**src/io_map_cfg.svh**
```systemverilog
`ifndef IO_MAP_CFG_SVH
`define IO_MAP_CFG_SVH

`define ADDR_PORT_LOW_DATA        8'h00
`define ADDR_PORT_HIGH_DATA       8'h01
`define ADDR_PORT_LOW_IRQ_EN      8'h04
`define ADDR_PORT_HIGH_IRQ_EN     8'h05
`define ADDR_PORT_LOW_PULLUP      8'h08
`define ADDR_PORT_HIGH_PULLUP     8'h09
`define ADDR_EP_A_TX_CFG          8'h10
`define ADDR_EP_B_TX_CFG          8'h11
`define ADDR_USB_DEV_ADDR         8'h12
`define ADDR_USB_STAT_CTRL        8'h13
`define ADDR_EP_A_RX_STAT         8'h14
`define ADDR_GLOBAL_IRQ_EN        8'h20
`define ADDR_WATCHDOG_CLEAR       8'h21
`define ADDR_RC_TIMING            8'h22
`define ADDR_FREE_TIMER           8'h23
`define ADDR_LOW_SINK_BASE        8'h30
`define ADDR_HIGH_SINK_BASE       8'h38
`define ADDR_PROC_STAT_CTRL       8'hFF

`define SINK_LOW_MASK             8'hF8
`define SINK_PIN_MASK             8'h07

`define RST_PROC_STAT_CTRL        8'h19
`define RST_RC_TIMING             8'h01
`define RST_ZERO                  8'h00
`define PROC_STAT_WRITE_MASK      8'h79

`define VECTOR_AREA_BYTES         16
`define VECTOR_SLOT_BYTES         2
`define VECTOR_SLOTS              (`VECTOR_AREA_BYTES / `VECTOR_SLOT_BYTES)
`define PROG_ADDR_W               12
`define PC_RESET                  12'h000
`define PROTECTED_READ            8'hFF

`endif

```
**src/io_map_pkg.sv**
```systemverilog
package io_map_pkg;

	typedef struct packed {
		logic       rd;
		logic       wr;
		logic       wr_indexed;
		logic [7:0] addr;
		logic [7:0] wdata;
	} io_req_type;

	typedef struct packed {
		logic [7:0] port_low_data;
		logic [7:0] port_high_data;
		logic [7:0] port_low_irq_enable;
		logic [7:0] port_high_irq_enable;
		logic [7:0] port_low_pullup_ctrl;
		logic [7:0] port_high_pullup_ctrl;
		logic [7:0] endpoint_a_tx_config;
		logic [7:0] endpoint_b_tx_config;
		logic [7:0] usb_device_address;
		logic [7:0] usb_status_control;
		logic [7:0] endpoint_a_rx_status;
		logic [7:0] global_irq_enable;
		logic [7:0] rc_timing_control;
		logic [7:0] processor_status_control;
		logic [127:0] sink_current;
		logic [7:0] rdata;
		logic       watchdog_clear;
		logic       clk_phase;
		logic [11:0] prog_counter;
		logic [7:0] prog_rdata;
	} io_state_type;

endpackage : io_map_pkg

```
**src/usb_mcu_io_register_map.sv**
```systemverilog
`timescale 1ns/1ps
`include "io_map_cfg.svh"

module usb_mcu_io_register_map
	import io_map_pkg::*;
#(
	parameter logic [7:0] HIGH_PORT_BONDED = 8'hFF
) (
	input  wire logic        clk,
	input  wire logic        rst,
	input  wire io_req_type  io_req,
	input  wire logic [7:0]  timer_value,
	input  wire logic        rc_pin_level,
	input  wire logic        pc_step,
	input  wire logic [11:0] prog_fetch_addr,
	input  wire logic        prog_read_req,
	input  wire logic [11:0] prog_read_addr,
	input  wire logic [7:0]  prog_mem_data,
	input  wire logic        fuse_protect,
	output logic [7:0]       io_rdata,
	output logic             watchdog_clear_pulse,
	output logic [7:0]       port_low_out,
	output logic [7:0]       port_high_out,
	output logic [7:0]       port_low_irq_en_out,
	output logic [7:0]       port_high_irq_en_out,
	output logic [7:0]       port_low_pullup_out,
	output logic [7:0]       port_high_pullup_out,
	output logic [127:0]     sink_current_out,
	output logic [7:0]       usb_device_address_out,
	output logic [7:0]       global_irq_enable_out,
	output logic             rc_drive_low,
	output logic             core_clk_phase,
	output logic [11:0]      prog_counter,
	output logic [7:0]       prog_rdata
);

	io_state_type state_reg;
	io_state_type state_next;

	logic [7:0] rc_sync_a;
	logic [7:0] rc_sync_b;
	logic [7:0] timer_sync_a;
	logic [7:0] timer_sync_b;
	logic       fuse_sync_a;
	logic       fuse_sync_b;
	logic [7:0] timer_sync_c;
	logic [7:0] timer_held;

	// Pins and the free-running timer come from outside this clock domain
	always_ff @(posedge clk) begin
		if (rst) begin
			rc_sync_a    <= 8'h01;
			rc_sync_b    <= 8'h01;
			timer_sync_a <= 8'h00;
			timer_sync_b <= 8'h00;
			fuse_sync_a  <= 1'b1;
			fuse_sync_b  <= 1'b1;
			timer_sync_c <= 8'h00;
			timer_held   <= 8'h00;
		end else begin
			rc_sync_a    <= {7'h00, rc_pin_level};
			rc_sync_b    <= rc_sync_a;
			timer_sync_a <= timer_value;
			timer_sync_b <= timer_sync_a;
			fuse_sync_a  <= fuse_protect;
			fuse_sync_b  <= fuse_sync_a;
			timer_sync_c <= timer_sync_b;
			// A multi-bit count is taken only when two samples agree, so a read never sees a torn word
			if (timer_sync_b == timer_sync_c) begin
				timer_held <= timer_sync_b;
			end
		end
	end

	function automatic logic is_vector_slot(input logic [11:0] addr);
		is_vector_slot = (addr < 12'(`VECTOR_AREA_BYTES));
	endfunction : is_vector_slot

	function automatic logic is_sink(input logic [7:0] addr);
		is_sink = ((addr & `SINK_LOW_MASK) == `ADDR_LOW_SINK_BASE) ||
		          ((addr & `SINK_LOW_MASK) == `ADDR_HIGH_SINK_BASE);
	endfunction : is_sink

	function automatic logic [6:0] sink_slot(input logic [7:0] addr);
		sink_slot = {addr[3], 3'(addr & `SINK_PIN_MASK), 3'h0};
	endfunction : sink_slot

	logic io_write;
	logic io_read;

	always_comb begin
		state_next = state_reg;
		state_next.watchdog_clear = 1'b0;
		// Two phases per resonator cycle model the doubled core clock
		state_next.clk_phase = ~state_reg.clk_phase;
		// Only I/O instructions reach this space; data memory traffic never arrives here
		io_write = io_req.wr | io_req.wr_indexed;
		io_read  = io_req.rd;

		if (pc_step) begin
			state_next.prog_counter = prog_fetch_addr;
		end

		// Programmer reads are masked once the fuse is blown
		if (prog_read_req) begin
			state_next.prog_rdata = fuse_sync_b ? `PROTECTED_READ : prog_mem_data;
		end

		if (io_write) begin
			unique case (io_req.addr)
				`ADDR_PORT_LOW_DATA:    state_next.port_low_data = io_req.wdata;
				`ADDR_PORT_HIGH_DATA:   state_next.port_high_data = io_req.wdata;
				`ADDR_PORT_LOW_IRQ_EN:  state_next.port_low_irq_enable = io_req.wdata;
				`ADDR_PORT_HIGH_IRQ_EN: state_next.port_high_irq_enable = io_req.wdata & HIGH_PORT_BONDED;
				`ADDR_PORT_LOW_PULLUP:  state_next.port_low_pullup_ctrl = io_req.wdata;
				`ADDR_PORT_HIGH_PULLUP: state_next.port_high_pullup_ctrl = io_req.wdata & HIGH_PORT_BONDED;
				`ADDR_EP_A_TX_CFG:      state_next.endpoint_a_tx_config = io_req.wdata;
				`ADDR_EP_B_TX_CFG:      state_next.endpoint_b_tx_config = io_req.wdata;
				`ADDR_USB_DEV_ADDR:     state_next.usb_device_address = io_req.wdata;
				`ADDR_USB_STAT_CTRL:    state_next.usb_status_control = io_req.wdata;
				`ADDR_EP_A_RX_STAT:     state_next.endpoint_a_rx_status = io_req.wdata;
				`ADDR_GLOBAL_IRQ_EN:    state_next.global_irq_enable = io_req.wdata;
				`ADDR_WATCHDOG_CLEAR:   state_next.watchdog_clear = 1'b1;
				`ADDR_RC_TIMING:        state_next.rc_timing_control = {7'h00, io_req.wdata[0]};
				// Reserved bits are kept at zero; RUN can only be cleared, never set again
				`ADDR_PROC_STAT_CTRL: begin
					state_next.processor_status_control =
						(io_req.wdata & `PROC_STAT_WRITE_MASK & {7'h7F, state_reg.processor_status_control[0]});
				end
				default: begin
					// Unbonded high pins keep no sink register; timer and unmapped addresses ignore writes
					if (is_sink(io_req.addr) && (!io_req.addr[3] || HIGH_PORT_BONDED[io_req.addr[2:0]])) begin
						state_next.sink_current[sink_slot(io_req.addr) +: 8] = io_req.wdata;
					end
				end
			endcase
		end

		if (io_read) begin
			unique case (io_req.addr)
				`ADDR_PORT_LOW_DATA:  state_next.rdata = state_reg.port_low_data;
				`ADDR_PORT_HIGH_DATA: state_next.rdata = state_reg.port_high_data;
				`ADDR_EP_A_TX_CFG:    state_next.rdata = state_reg.endpoint_a_tx_config;
				`ADDR_EP_B_TX_CFG:    state_next.rdata = state_reg.endpoint_b_tx_config;
				`ADDR_USB_DEV_ADDR:   state_next.rdata = state_reg.usb_device_address;
				`ADDR_USB_STAT_CTRL:  state_next.rdata = state_reg.usb_status_control;
				`ADDR_EP_A_RX_STAT:   state_next.rdata = state_reg.endpoint_a_rx_status;
				`ADDR_GLOBAL_IRQ_EN:  state_next.rdata = state_reg.global_irq_enable;
				`ADDR_RC_TIMING:      state_next.rdata = rc_sync_b;
				`ADDR_FREE_TIMER:     state_next.rdata = timer_held;
				`ADDR_PROC_STAT_CTRL: state_next.rdata = state_reg.processor_status_control;
				default:              state_next.rdata = `RST_ZERO;
			endcase
		end
	end

	always_ff @(posedge clk) begin
		if (rst) begin
			state_reg                          <= '0;
			state_reg.processor_status_control <= `RST_PROC_STAT_CTRL;
			state_reg.rc_timing_control        <= `RST_RC_TIMING;
			state_reg.prog_counter             <= `PC_RESET;
		end else begin
			state_reg <= state_next;
		end
	end

	// Sink array: low-port pin i at bit 8i, high-port pin i at bit 64+8i
	assign io_rdata               = state_reg.rdata;
	assign watchdog_clear_pulse   = state_reg.watchdog_clear;
	assign port_low_out           = state_reg.port_low_data;
	assign port_high_out          = state_reg.port_high_data;
	assign port_low_irq_en_out    = state_reg.port_low_irq_enable;
	assign port_high_irq_en_out   = state_reg.port_high_irq_enable;
	assign port_low_pullup_out    = state_reg.port_low_pullup_ctrl;
	assign port_high_pullup_out   = state_reg.port_high_pullup_ctrl;
	assign sink_current_out       = state_reg.sink_current;
	// A single address register means exactly one device address is answered
	assign usb_device_address_out = state_reg.usb_device_address;
	assign global_irq_enable_out  = state_reg.global_irq_enable;
	assign rc_drive_low           = ~state_reg.rc_timing_control[0];
	assign core_clk_phase         = state_reg.clk_phase;
	assign prog_counter           = state_reg.prog_counter;
	assign prog_rdata             = state_reg.prog_rdata;

	a_reset_pc_zero: assert property (
		@(posedge clk) $fell(rst) |-> prog_counter == `PC_RESET)
		else $error("program counter not zero after reset");

	a_reset_status_value: assert property (
		@(posedge clk) $fell(rst) |-> state_reg.processor_status_control == `RST_PROC_STAT_CTRL)
		else $error("status register reset value wrong");

	a_reset_addr_clear: assert property (
		@(posedge clk) $fell(rst) |-> usb_device_address_out == `RST_ZERO)
		else $error("device address not cleared by reset");

	a_reset_irq_off: assert property (
		@(posedge clk) $fell(rst) |-> global_irq_enable_out == `RST_ZERO && port_low_irq_en_out == `RST_ZERO)
		else $error("interrupts enabled after reset");

	a_reset_rc_released: assert property (
		@(posedge clk) $fell(rst) |-> !rc_drive_low)
		else $error("RC pin driven low after reset");

	a_vector_bound: assert property (
		@(posedge clk) disable iff (rst) is_vector_slot(prog_counter) |-> prog_counter[11:4] == 8'h00)
		else $error("vector slot outside lowest bytes");

	a_pc_load: assert property (
		@(posedge clk) disable iff (rst) pc_step |=> prog_counter == $past(prog_fetch_addr))
		else $error("program counter not loaded");

	a_pc_hold: assert property (
		@(posedge clk) disable iff (rst) !pc_step |=> $stable(prog_counter))
		else $error("program counter moved without a step");

	a_fuse_masks: assert property (
		@(posedge clk) disable iff (rst) prog_read_req && fuse_sync_b |=> prog_rdata == `PROTECTED_READ)
		else $error("protected read leaked data");

	a_fuse_open: assert property (
		@(posedge clk) disable iff (rst) prog_read_req && !fuse_sync_b |=> prog_rdata == $past(prog_mem_data))
		else $error("unprotected read data wrong");

	a_port_low_write: assert property (
		@(posedge clk) disable iff (rst) io_write && io_req.addr == `ADDR_PORT_LOW_DATA
		|=> port_low_out == $past(io_req.wdata))
		else $error("low port data not stored");

	a_port_high_write: assert property (
		@(posedge clk) disable iff (rst) io_write && io_req.addr == `ADDR_PORT_HIGH_DATA
		|=> port_high_out == $past(io_req.wdata))
		else $error("high port data not stored");

	a_port_low_read: assert property (
		@(posedge clk) disable iff (rst) io_read && io_req.addr == `ADDR_PORT_LOW_DATA
		|=> io_rdata == $past(port_low_out))
		else $error("low port read wrong");

	a_irq_en_readzero: assert property (
		@(posedge clk) disable iff (rst) io_read && io_req.addr == `ADDR_PORT_LOW_IRQ_EN |=> io_rdata == 8'h00)
		else $error("write-only enable readable");

	a_irq_high_write: assert property (
		@(posedge clk) disable iff (rst) io_write && io_req.addr == `ADDR_PORT_HIGH_IRQ_EN
		|=> port_high_irq_en_out == ($past(io_req.wdata) & HIGH_PORT_BONDED))
		else $error("high port enable not stored");

	a_pullup_write: assert property (
		@(posedge clk) disable iff (rst) io_write && io_req.addr == `ADDR_PORT_LOW_PULLUP
		|=> port_low_pullup_out == $past(io_req.wdata))
		else $error("pull-up control not stored");

	a_pullup_readzero: assert property (
		@(posedge clk) disable iff (rst) io_read && io_req.addr == `ADDR_PORT_HIGH_PULLUP |=> io_rdata == 8'h00)
		else $error("write-only pull-up readable");

	a_endpoint_write: assert property (
		@(posedge clk) disable iff (rst) io_write && io_req.addr == `ADDR_EP_A_TX_CFG
		|=> state_reg.endpoint_a_tx_config == $past(io_req.wdata))
		else $error("endpoint config not stored");

	a_endpoint_read: assert property (
		@(posedge clk) disable iff (rst) io_read && io_req.addr == `ADDR_EP_B_TX_CFG
		|=> io_rdata == $past(state_reg.endpoint_b_tx_config))
		else $error("endpoint config read wrong");

	a_dev_addr_write: assert property (
		@(posedge clk) disable iff (rst) io_write && io_req.addr == `ADDR_USB_DEV_ADDR
		|=> usb_device_address_out == $past(io_req.wdata))
		else $error("device address not stored");

	a_usb_stat_read: assert property (
		@(posedge clk) disable iff (rst) io_read && io_req.addr == `ADDR_USB_STAT_CTRL
		|=> io_rdata == $past(state_reg.usb_status_control))
		else $error("USB status read wrong");

	a_rx_stat_write: assert property (
		@(posedge clk) disable iff (rst) io_write && io_req.addr == `ADDR_EP_A_RX_STAT
		|=> state_reg.endpoint_a_rx_status == $past(io_req.wdata))
		else $error("receive status not stored");

	a_irq_global_write: assert property (
		@(posedge clk) disable iff (rst) io_write && io_req.addr == `ADDR_GLOBAL_IRQ_EN
		|=> global_irq_enable_out == $past(io_req.wdata))
		else $error("global enable not stored");

	a_rc_read_pin: assert property (
		@(posedge clk) disable iff (rst) io_read && io_req.addr == `ADDR_RC_TIMING
		|=> io_rdata == {7'h00, $past(rc_sync_b[0])})
		else $error("RC read does not show the pin");

	a_rc_write: assert property (
		@(posedge clk) disable iff (rst) io_write && io_req.addr == `ADDR_RC_TIMING
		|=> rc_drive_low == !$past(io_req.wdata[0]))
		else $error("RC drive not following control");

	a_wdog_pulse: assert property (
		@(posedge clk) disable iff (rst) io_write && io_req.addr == `ADDR_WATCHDOG_CLEAR |=> watchdog_clear_pulse)
		else $error("watchdog clear pulse missing");

	a_wdog_quiet: assert property (
		@(posedge clk) disable iff (rst) !(io_write && io_req.addr == `ADDR_WATCHDOG_CLEAR) |=> !watchdog_clear_pulse)
		else $error("watchdog clear pulse without write");

	a_wdog_readzero: assert property (
		@(posedge clk) disable iff (rst) io_read && io_req.addr == `ADDR_WATCHDOG_CLEAR |=> io_rdata == 8'h00)
		else $error("watchdog clear readable");

	a_timer_read: assert property (
		@(posedge clk) disable iff (rst) io_read && io_req.addr == `ADDR_FREE_TIMER |=> io_rdata == $past(timer_held))
		else $error("timer read wrong");

	a_timer_no_write: assert property (
		@(posedge clk) disable iff (rst) io_write && io_req.addr == `ADDR_FREE_TIMER
		|=> $stable({port_low_out, port_high_out, usb_device_address_out, global_irq_enable_out, sink_current_out}))
		else $error("timer write changed a register");

	a_sink_low: assert property (
		@(posedge clk) disable iff (rst) io_write && io_req.addr == `ADDR_LOW_SINK_BASE
		|=> sink_current_out[7:0] == $past(io_req.wdata))
		else $error("sink register not stored");

	a_sink_low_top: assert property (
		@(posedge clk) disable iff (rst) io_write && io_req.addr == 8'h37
		|=> sink_current_out[63:56] == $past(io_req.wdata))
		else $error("top low sink register not stored");

	a_sink_high: assert property (
		@(posedge clk) disable iff (rst) io_write && io_req.addr == `ADDR_HIGH_SINK_BASE && HIGH_PORT_BONDED[0]
		|=> sink_current_out[71:64] == $past(io_req.wdata))
		else $error("high sink register not stored");

	a_sink_unbonded: assert property (
		@(posedge clk) disable iff (rst) io_write && io_req.addr == 8'h3F && !HIGH_PORT_BONDED[7]
		|=> $stable(sink_current_out[127:120]))
		else $error("unbonded sink register populated");

	a_sink_readzero: assert property (
		@(posedge clk) disable iff (rst) io_read && io_req.addr[7:4] == 4'h3 |=> io_rdata == `RST_ZERO)
		else $error("write-only sink readable");

	a_unmapped_zero: assert property (
		@(posedge clk) disable iff (rst) io_req.rd && io_req.addr == 8'h40 |=> io_rdata == 8'h00)
		else $error("unmapped read not zero");

	a_reserved_zero: assert property (
		@(posedge clk) disable iff (rst) io_req.rd && io_req.addr == 8'h02 |=> io_rdata == 8'h00)
		else $error("gap address read not zero");

	a_status_reserved: assert property (
		@(posedge clk) disable iff (rst) io_read && io_req.addr == `ADDR_PROC_STAT_CTRL
		|=> (io_rdata & ~`PROC_STAT_WRITE_MASK) == 8'h00)
		else $error("status reserved bits set");

	a_status_write: assert property (
		@(posedge clk) disable iff (rst) io_write && io_req.addr == `ADDR_PROC_STAT_CTRL
		|=> state_reg.processor_status_control[6:3] == $past(io_req.wdata[6:3]))
		else $error("status bits not stored");

	a_run_sticky: assert property (
		@(posedge clk) disable iff (rst) !state_reg.processor_status_control[0]
		|=> !state_reg.processor_status_control[0])
		else $error("run bit set again without reset");

	a_clock_double: assert property (
		@(posedge clk) disable iff (rst) core_clk_phase |=> !core_clk_phase)
		else $error("core phase not toggling");

	a_clock_rise: assert property (
		@(posedge clk) disable iff (rst) !core_clk_phase |=> core_clk_phase)
		else $error("core phase stuck low");

	a_rdata_hold: assert property (
		@(posedge clk) disable iff (rst) !io_req.rd |=> $stable(io_rdata))
		else $error("read data changed without a read");

	a_quiet_no_write: assert property (
		@(posedge clk) disable iff (rst) !io_write |=> $stable({port_low_out, usb_device_address_out}))
		else $error("register changed without a write");

endmodule : usb_mcu_io_register_map

```
**config.mk**
```make
export PLATFORM = sky130hd
export DESIGN_NAME = usb_mcu_io_register_map
export DESIGN_NICKNAME = d
export VERILOG_FILES = /design/src/io_map_pkg.sv /design/src/usb_mcu_io_register_map.sv
export VERILOG_INCLUDE_DIRS = /design/src /design/src/src
export SDC_FILE = /design/constraint.sdc
export NUM_CORES = 1
export LEC_CHECK = 0
export BUFFER_PORTS_ARGS = -buffer_cell sky130_fd_sc_hd__buf_2
export CAP_MARGIN = 15
export CELL_PAD_IN_SITES_DETAIL_PLACEMENT = 0
export CELL_PAD_IN_SITES_GLOBAL_PLACEMENT = 1
export CORE_ASPECT_RATIO = 1.5
export CORE_UTILIZATION = 41
export DETAILED_ROUTE_END_ITERATION = 8
export PLACE_DENSITY = 0.76
export SYNTH_ARGS = -nofsm -noshare
export SYNTH_HDL_FRONTEND = slang
export SYNTH_SLANG_ARGS = --single-unit
export TNS_END_PERCENT = 50
```
**constraint.sdc**
```tcl
create_clock -name clk -period 3.2 [get_ports clk]
set_input_delay 0.32 -clock clk [delete_from_list [all_inputs] [get_ports clk]]
set_output_delay 0.32 -clock clk [all_outputs]
set_load 0.05 [all_outputs]
```
==> results.md, run 1 <==
* Largest net degree at the start of global routing at 164
* Clock Tree Buf Depth at 3
* FFs w/ async S/R, synth at 0%
* Top area cells in the synthesized netlist: dfxtp_1 44%, buf_4 12%, mux2i_1 9.1%
* FILL cells at 3,207
* Placed Cells at 1,920
* Combinational share of power at 6.9%
* Share of cells above drive strength 1 at 25.00%
* # setup viols final at 0
* First-pass GRT wire length at 55,750 um
* PwrDens at 523.9 nW/um^2
* Area occupied by multi-input gates at 5420 sq um
* Vias in the first global route at 9,504
* Initial DRC Count at 630
* Largest family of logic cells by synthesized area: simple AND/OR/NAND/NOR gates
* CTS root buffer: clkbuf_16
* Final HPWL DP at 24,880 um
* Core area at 32,030 sq um
* Via count at 10,250
* Synthesized flop and latch total at 296
* Synthesized cell area at 13,470 sq um
* Status: finished clean
* DR vias/cell at 5.132
* I/O Pins at 288
* Gr ovfl total at 0
* Reg2reg path depth at 5
* Switching part of the total at 23.86%
* Nets at 1,636
* Post-CTS resize count at 0
* Unique masters post-synth at 57
* Gpl congestion at 0.8469
* Rows at 80
* Seq. cell area at 5926 sq um
* DRC at 0
* Primary FF master, synth: dfxtp_1
* Clock Sinks at 296
* Slew headroom at 25.21%
* Yosys top cell area share at 43.99%
* Finished Core Util at 46.07%
* Fin. Hold Viols at 0
* Clock share of power at 44.7%
* Ant. Diodes at 0
* Cells after Synth at 1,532
* Slew Viols, Final at 0
* Pre-antenna DRT Iters at 5
* Fmax at 423.6 MHz
* DR WL/cell at 18.74 um
* Register area share after synthesis at 43.99%
* Port Buffer Count at 275
* Count leader, synth: dfxtp_1
* Initial core utilization at 42.06%
* Area grow syn2layout at 9.539%
* Net Sw Power at 1.845 mW
* Compound-cell area share of the yosys netlist at 8.972%
* Hold-fix buffers at CTS at 26
* Max reg flops at 128
* Share of power burned in registers at 48.4%
* Mux share of post-synthesis cell area at 9.065%
* CP Launch Type: input port
* CP max FO at 10
* Clock Pin Slew Worst Setup and Hold Paths at 60 ps
* CTS H-tree lvls at 1
* Finished Layout Cells at 1,998
* EDFF count, synth at 0
* Leading area contributor after synthesis: dfxtp_1
* Syn Area/Cell at 8.794 sq um
* Die area at 33,600 sq um
* CTS tree: done
* DIE HEIGHT at 224.0 um
* Drt total wl at 37,440 um
* Initial antenna violation count at 0
* Post-Synth XOR/XNOR Area at 0.8266%
* Worst-Margin Slew at 1122 ps
* Antenna Nets Post-Route at 0
* CP required at 3660 ps
* GRT Total Usage at 21.62%
* Post-Syn Nets at 1,601
* Adder-cell share of the synthesized area at 0.3715%
* Worst hold path depth at 3
* Total negative slack at 0 ps
* # Max-Cap Violations at 0
* Synth Area in Simple Gates at 20.88%
* Clock Latency Late Sink at 560 ps
* Clk_skew at 11.83 ps
* Hold/Removal Path Class: in2reg
* RSZ-0062 raised after global routing: no
* Chip Width at 150.0 um
* Yosys Warn Count at 0
* Num CTS Buffers at 29
* Arrival @ worst endpoint at 2820 ps
* Post-synth top cells: 296 x dfxtp_1, 222 x buf_4, 140 x a21oi_1, 132 x nand2_1, 130 x nor2_1
* Total power draw at 7.731 mW
* P_int at 5.886 mW
* Critical setup path kind: in2reg
* Period utilisation layout at 73.78%
* Post-CTS setup repair buffer count at 0
* CP endpoint kind: flop
* Post-layout minimum cycle time at 2361 ps
* Static Leak at 6.344 nW
* Max VDD drop at 0.0004208 V
==> cell families after synthesis <==
logic type	count (synthesis)
xor+xnor	11
flops	296
simple gates	561
mux	122
compound gates	202
fa+ha+maj	4
buf+inv	336
==> final cells by class <==
cell class	count	share of cell area (%)
sequential	296	40.16
multi-input combinational	900	36.73
timing repair buffer	333	12.86
clock buffer	46	6.164
tap	410	3.476
clock inverter	6	0.4324
inverter	7	0.1781
==> critical path, stage by stage <==
cell,delay (ps)
buf_2,160
inv_1,170
ha_1,370
buf_4,230
nand3b_1,180
a2111oi_4,610
and3_1,470
nand3_1,120
a21oi_1,180
==> metrics by stage <==
step | cell area (sq um) | hold slack (ps) | worst slack, ps
finish | 14760 | 13.37 | 839.1
global route | 14760 | 14.73 | 664.7
CTS | 14760 | 1.108 | 846.8
detailed placement | 13520 | 398.5 | 285.5
global placement | 13520 | 396.0 | 340.3
floorplan | 13470 | 389.5 | 819.8
==> metal layers <==
layer	vias to the layer above	global-route usage, %	share of wire [%]
li1	5007	-	-
met1	4893	26.17	41
met2	300	39.02	52
met3	53	2.505	4.8
met4	0	7.299	2.6
met5	-	0	0
==> cell usage in the layout, fill, tap and decap left out, types with 9 or more instances in the layout <==
cell           instances
dlygate4sd3_1         26
o22ai_1               13
mux2i_1              122
clkbuf_8              13
buf_4                 31
nand3_1              129
nor3_1                15
a21oi_1              140
dfxtp_1              296
xor2_1                 9
nor2_1               130
clkbuf_16             29
or2_2                 22
and3_1                15
nand2_1              132
nor2b_1               29
nand2b_1              57
buf_2                274
a222oi_1              12
==> final timing paths <==
kind / to / slack (ps) / from
setup / recovery: sink_current_out[108] / 840 / io_req[8]
hold / removal: prog_rdata[2] / 10 / prog_mem_data[2]
setup reg to reg: io_rdata[2] / 1420 / usb_device_address_out[2]
hold reg to reg: core_clk_phase / 410 / core_clk_phase
==> power by group through the flow <==
stage	combinational, mW	sequential, mW	clock, mW
after floorplan	0.361	3.82	0
after global placement	0.504	3.82	0
after detailed placement	0.510	3.82	0
after CTS	0.535	3.74	3.55
after global routing	0.569	3.74	3.70
final	0.532	3.74	3.46
(Power assumes the default switching activity.)
==> inputs of run 2 (changes only) <==
- CORE_UTILIZATION: 41 -> 37
- PLACE_DENSITY: 0.76 -> 0.72
- clock period: 3.2 -> 2.1 ns (I/O delays scaled with it)
==> results.md, run 2 (synthesis gave the netlist of run 1 again) <==
* Status: finished clean
* GRT Total Usage at 20.75%
* Rows at 85
* # Max-Cap Violations at 0
* CTS root buffer: clkbuf_16
* Port Buffer Count at 275
* Final HPWL DP at 27,130 um
* Clock Tree Buf Depth at 3
* Critical setup path kind: in2reg
* Max reg flops at 128
* Share of cells above drive strength 1 at 28.06%
* Fin. Hold Viols at 0
* Pre-antenna DRT Iters at 7
* Post-layout minimum cycle time at 1767 ps
* Die area at 37,190 sq um
* Hold_sp: prog_read_req
* First-pass GRT wire length at 59,110 um
* Reg2reg path depth at 5
* DR WL/cell at 18.26 um
* Clk_skew at 10.17 ps
* CP max FO at 16
* # setup viols final at 0
* Slew headroom at 34.67%
* Finished Core Util at 43.69%
* Initial antenna violation count at 3
* Gr ovfl total at 0
* Initial DRC Count at 800
* I/O Pins at 288
* Area grow syn2layout at 16.23%
* Most frequent cells in the layout: 296 x dfxtp_1, 274 x buf_2, 140 x a21oi_1, 132 x nand2_1, 130 x nor2_1
* CP endpoint kind: flop
* CP startpoint: io_req[8]
* Max VDD drop at 0.0007812 V
* Reg2reg start: usb_device_address_out[7]
* Total negative slack at 0 ps
* Worst-Margin Slew at 971.2 ps
* Num CTS Buffers at 30
* Drt total wl at 39,080 um
* Core area at 35,840 sq um
* Slew Viols, Final at 0
* CTS H-tree lvls at 1
* Initial core utilization at 37.59%
* Antenna Nets Post-Route at 0
* Post-CTS setup repair buffer count at 0
* Largest net degree at the start of global routing at 86
* Fmax at 565.9 MHz
* DRC at 0
* Via count at 10,550
* Total power draw at 12.14 mW
* Chip Width at 157.8 um
* Nets at 1,711
* PwrDens at 775.2 nW/um^2
* DIE HEIGHT at 235.7 um
* Worst hold path depth at 3
* CP Launch Type: input port
* CTS tree: done
* Commonest non-fill, non-tap cell in the layout: dfxtp_1
* Clock Sinks at 296
* Period utilisation layout at 84.14%
* Gpl congestion at 0.8636
* Arrival @ worst endpoint at 2270 ps
* Final hold slack at 31.08 ps
* Hold/Removal Path Class: in2reg
* RSZ-0062 raised after global routing: no
* Post-CTS resize count at 0
* CP required at 2600 ps
* Static Leak at 6.794 nW
* Clock Pin Slew Worst Setup and Hold Paths at 70 ps
* Clock Latency Late Sink at 570 ps
* Vias in the first global route at 10,020
* DR vias/cell at 4.931
-- run 2: cell count changes in the layout (fill, tap and decap cells not counted), sizes merged, moves of 2 or more --
cell / previous run / this run
buf: 306 / 375
clkbuf: 47 / 41
dlygate4sd3: 26 / 32
clkinv: 3 / 6
bufinv: 1 / 3
clkinvlp: 2 / 0
-- run 2: what timing repair did --
action	4_1_cts	5_1_grt
endpoints found under the setup margin	0	0
hold buffers	32	0
endpoints found under the hold margin	38	0
-- run 2: worst max-delay path, stage by stage --
cell and delay (ps):
buf_2 100, inv_1 80, ha_1 270, nand2b_1 250, a21boi_0 810, nor4_4 90, buf_12 190, nand2b_1 140
a21oi_1 120
-- run 2: layout make-up --
cell class | count | area [sq um]
antenna | 1 | 2.502
clock buffer | 41 | 883.3
clock inverter | 10 | 128.9
fill | 3598 | 20180
inverter | 7 | 26.28
multi-input combinational | 900 | 5423
sequential | 296 | 5926
tap | 478 | 598.1
timing repair buffer | 407 | 2670
-- run 2: power by group --
part / internal [mW] / switching [mW] / leakage [nW]
combinational: 0.309 / 0.616 / 3.89
clock: 3.28 / 2.24 / 0.506
sequential: 5.67 / 0.0287 / 2.39
-- run 2: stage by stage --
stage	worst slack [ps]	instance area, sq um	instances
after global routing	202.6	15660	2140
after detailed placement	-249.9	14320	2056
final	333.0	15660	2140
after floorplan	-57.22	13480	1532
after CTS	367.9	15660	2139
after global placement	-169.9	14320	2056
-- run 2: per-layer routing --
metal | routed length (um) | up-vias | global-route usage [%]
li1 | - | 5160 | -
met1 | 15720 | 5008 | 25.15
met2 | 20120 | 310 | 36.88
met3 | 2038 | 72 | 2.725
met4 | 1193 | 2 | 7.237
met5 | 13 | - | 0
-- run 2: final timing paths --
path,endpoint,slack [ps]
hold / removal,prog_rdata[5],30
setup / recovery,sink_current_out[116],330
hold reg to reg,fuse_sync_b,410
setup reg to reg,io_rdata[7],460
==> inputs of run 3 (changes only) <==
- clock period: 2.1 -> 1.42 ns (I/O delays scaled with it)
==> results.md, run 3 (synthesis gave the netlist of run 1 again) <==
* Status: complete, but fails checks
* Failing checks: negative setup slack
* # Max-Cap Violations at 0
* Critical setup path kind: in2reg
* Max VDD drop at 0.0008505 V
* Initial core utilization at 37.59%
* DR WL/cell at 18.34 um
* Area grow syn2layout at 30.86%
* FILL cells at 3,434
* CP max FO at 8
* DR vias/cell at 4.962
* Clock Latency Late Sink at 580 ps
* Pre-antenna DRT Iters at 6
* Hold/Removal Path Class: in2reg
* Worst-Margin Slew at 726.4 ps
* Share of cells above drive strength 1 at 38.00%
* Initial DRC Count at 619
* I/O Pins at 288
* Final HPWL DP at 28,790 um
* Nets at 1,817
* Initial antenna violation count at 0
* Gr ovfl total at 0
* Final Instance Area at 17,630 sq um
* Die area at 37,190 sq um
* Area occupied by multi-input gates at 6157 sq um
* Slew Viols, Final at 0
* First-pass GRT wire length at 61,160 um
* Most frequent cells in the layout: 292 x dfxtp_1, 231 x buf_2, 158 x buf_4, 130 x nor2_1, 129 x nand2_1
* Max reg flops at 128
* Core area at 35,840 sq um
* Largest net degree at the start of global routing at 59
* Rows at 85
* DRC at 0
* Setup WS post-layout at -169.8 ps
* DP Worst Slack at -827.8 ps
* CTS root buffer: clkbuf_16
* PwrDens at 1049 nW/um^2
* CP startpoint: io_req[8]
* Seq. cell area at 5931 sq um
* Total negative slack at -6959 ps
* Clock Sinks at 296
* Via count at 11,160
* Ant. Diodes at 0
* CP required at 1860 ps
* Vias in the first global route at 10,630
* DIE HEIGHT at 235.7 um
* # setup viols final at 95
* Chip Width at 157.8 um
* Static Leak at 7.435 nW
* Reg2reg start: usb_device_address_out[7]
* CP Launch Type: input port
* Clock Pin Slew Worst Setup and Hold Paths at 60 ps
* Period utilisation layout at 112.0%
* CP endpoint kind: flop
* GRT Total Usage at 21.38%
* Gpl congestion at 0.8844
* Num CTS Buffers at 29
* Clk_skew at 21.03 ps
* Antenna Nets Post-Route at 0
* Drt total wl at 41,250 um
* Finished Core Util at 49.19%
* Clock Tree Buf Depth at 3
* CTS tree: done
* Commonest non-fill, non-tap cell in the layout: dfxtp_1
* Slew headroom at 51.40%
* RSZ-0062 raised after global routing: yes
* Arrival @ worst endpoint at 2030 ps
* Fin. Hold Viols at 0
* Area after DPL at 14,970 sq um
* Port Buffer Count at 275
* Fmax at 629.0 MHz
* Hold_sp: pc_step
* CTS H-tree lvls at 1
* Post-layout minimum cycle time at 1590 ps
[run 3: cell count changes in the layout (fill, tap and decap cells not counted), sizes merged, moves of 2 or more]
cell         delta
dlygate4sd3    +23
buf            +56
clkbuf         +22
clkinvlp        +4
nand3           +2
bufinv          +2
[run 3: where the power goes]
group / total [mW] / switching, mW / internal [mW]
logic: 1.69 / 1.03 / 0.668
clock network: 8.37 / 3.47 / 4.90
registers: 8.43 / 0.0429 / 8.38
[run 3: worst max-delay path: stages]
cell and delay (ps):
buf_8 80, clkinvlp_4 110, ha_4 200, nor3b_4 150, or4_4 550, buf_12 170, nor4_4 150, buf_4 170
clkbuf_16 140, nand2b_4 110, a21oi_1 50
[run 3: worst paths after layout]
| path | cells past startpoint | end | slack (ps) |
|---|---|---|---|
| worst max-delay path | 11 | sink_current_out[23] | -170 |
| worst min-delay path | 3 | prog_counter[8] | 50 |
| worst max register to register | 5 | io_rdata[7] | -10 |
| worst min register to register | 1 | core_clk_phase | 410 |
[run 3: area by class of cell]
cell class	instances	share of cell area (%)
Clock buffer	37	4.514
Clock inverter	17	1.341
Inverter	7	0.1703
Multi-Input combinational cell	902	34.93
Sequential cell	296	33.64
Tap cell	478	3.392
Timing Repair Buffer	512	22.02
[run 3: metal layers]
metal | wire length [um] | part of all wire (%) | GRT usage, %
met2 | 21410 | 52 | 38.51
met5 | 0 | 0 | 0
met3 | 1805 | 4.4 | 2.633
met4 | 1406 | 3.4 | 8.355
met1 | 16640 | 40 | 25.24
[run 3: stage by stage]
stage / cells / power, mW / hold slack, ps
finish: 2249 / 18.49 / 46.18
global route: 2249 / 19.13 / 79.27
CTS: 2235 / 18.60 / 30.51
detailed placement: 2118 / 10.06 / 328.6
global placement: 2118 / 10.05 / 326.9
floorplan: 1532 / 9.436 / 245.8
[run 3: repair_timing]
item,in CTS,in global routing
cloned,2,4
pin swaps,17,56
gates resized for setup,56,143
hold buffers,55,0
hold endpoints to repair,72,0
endpoints found under the setup margin,148,157
buffers inserted,6,10
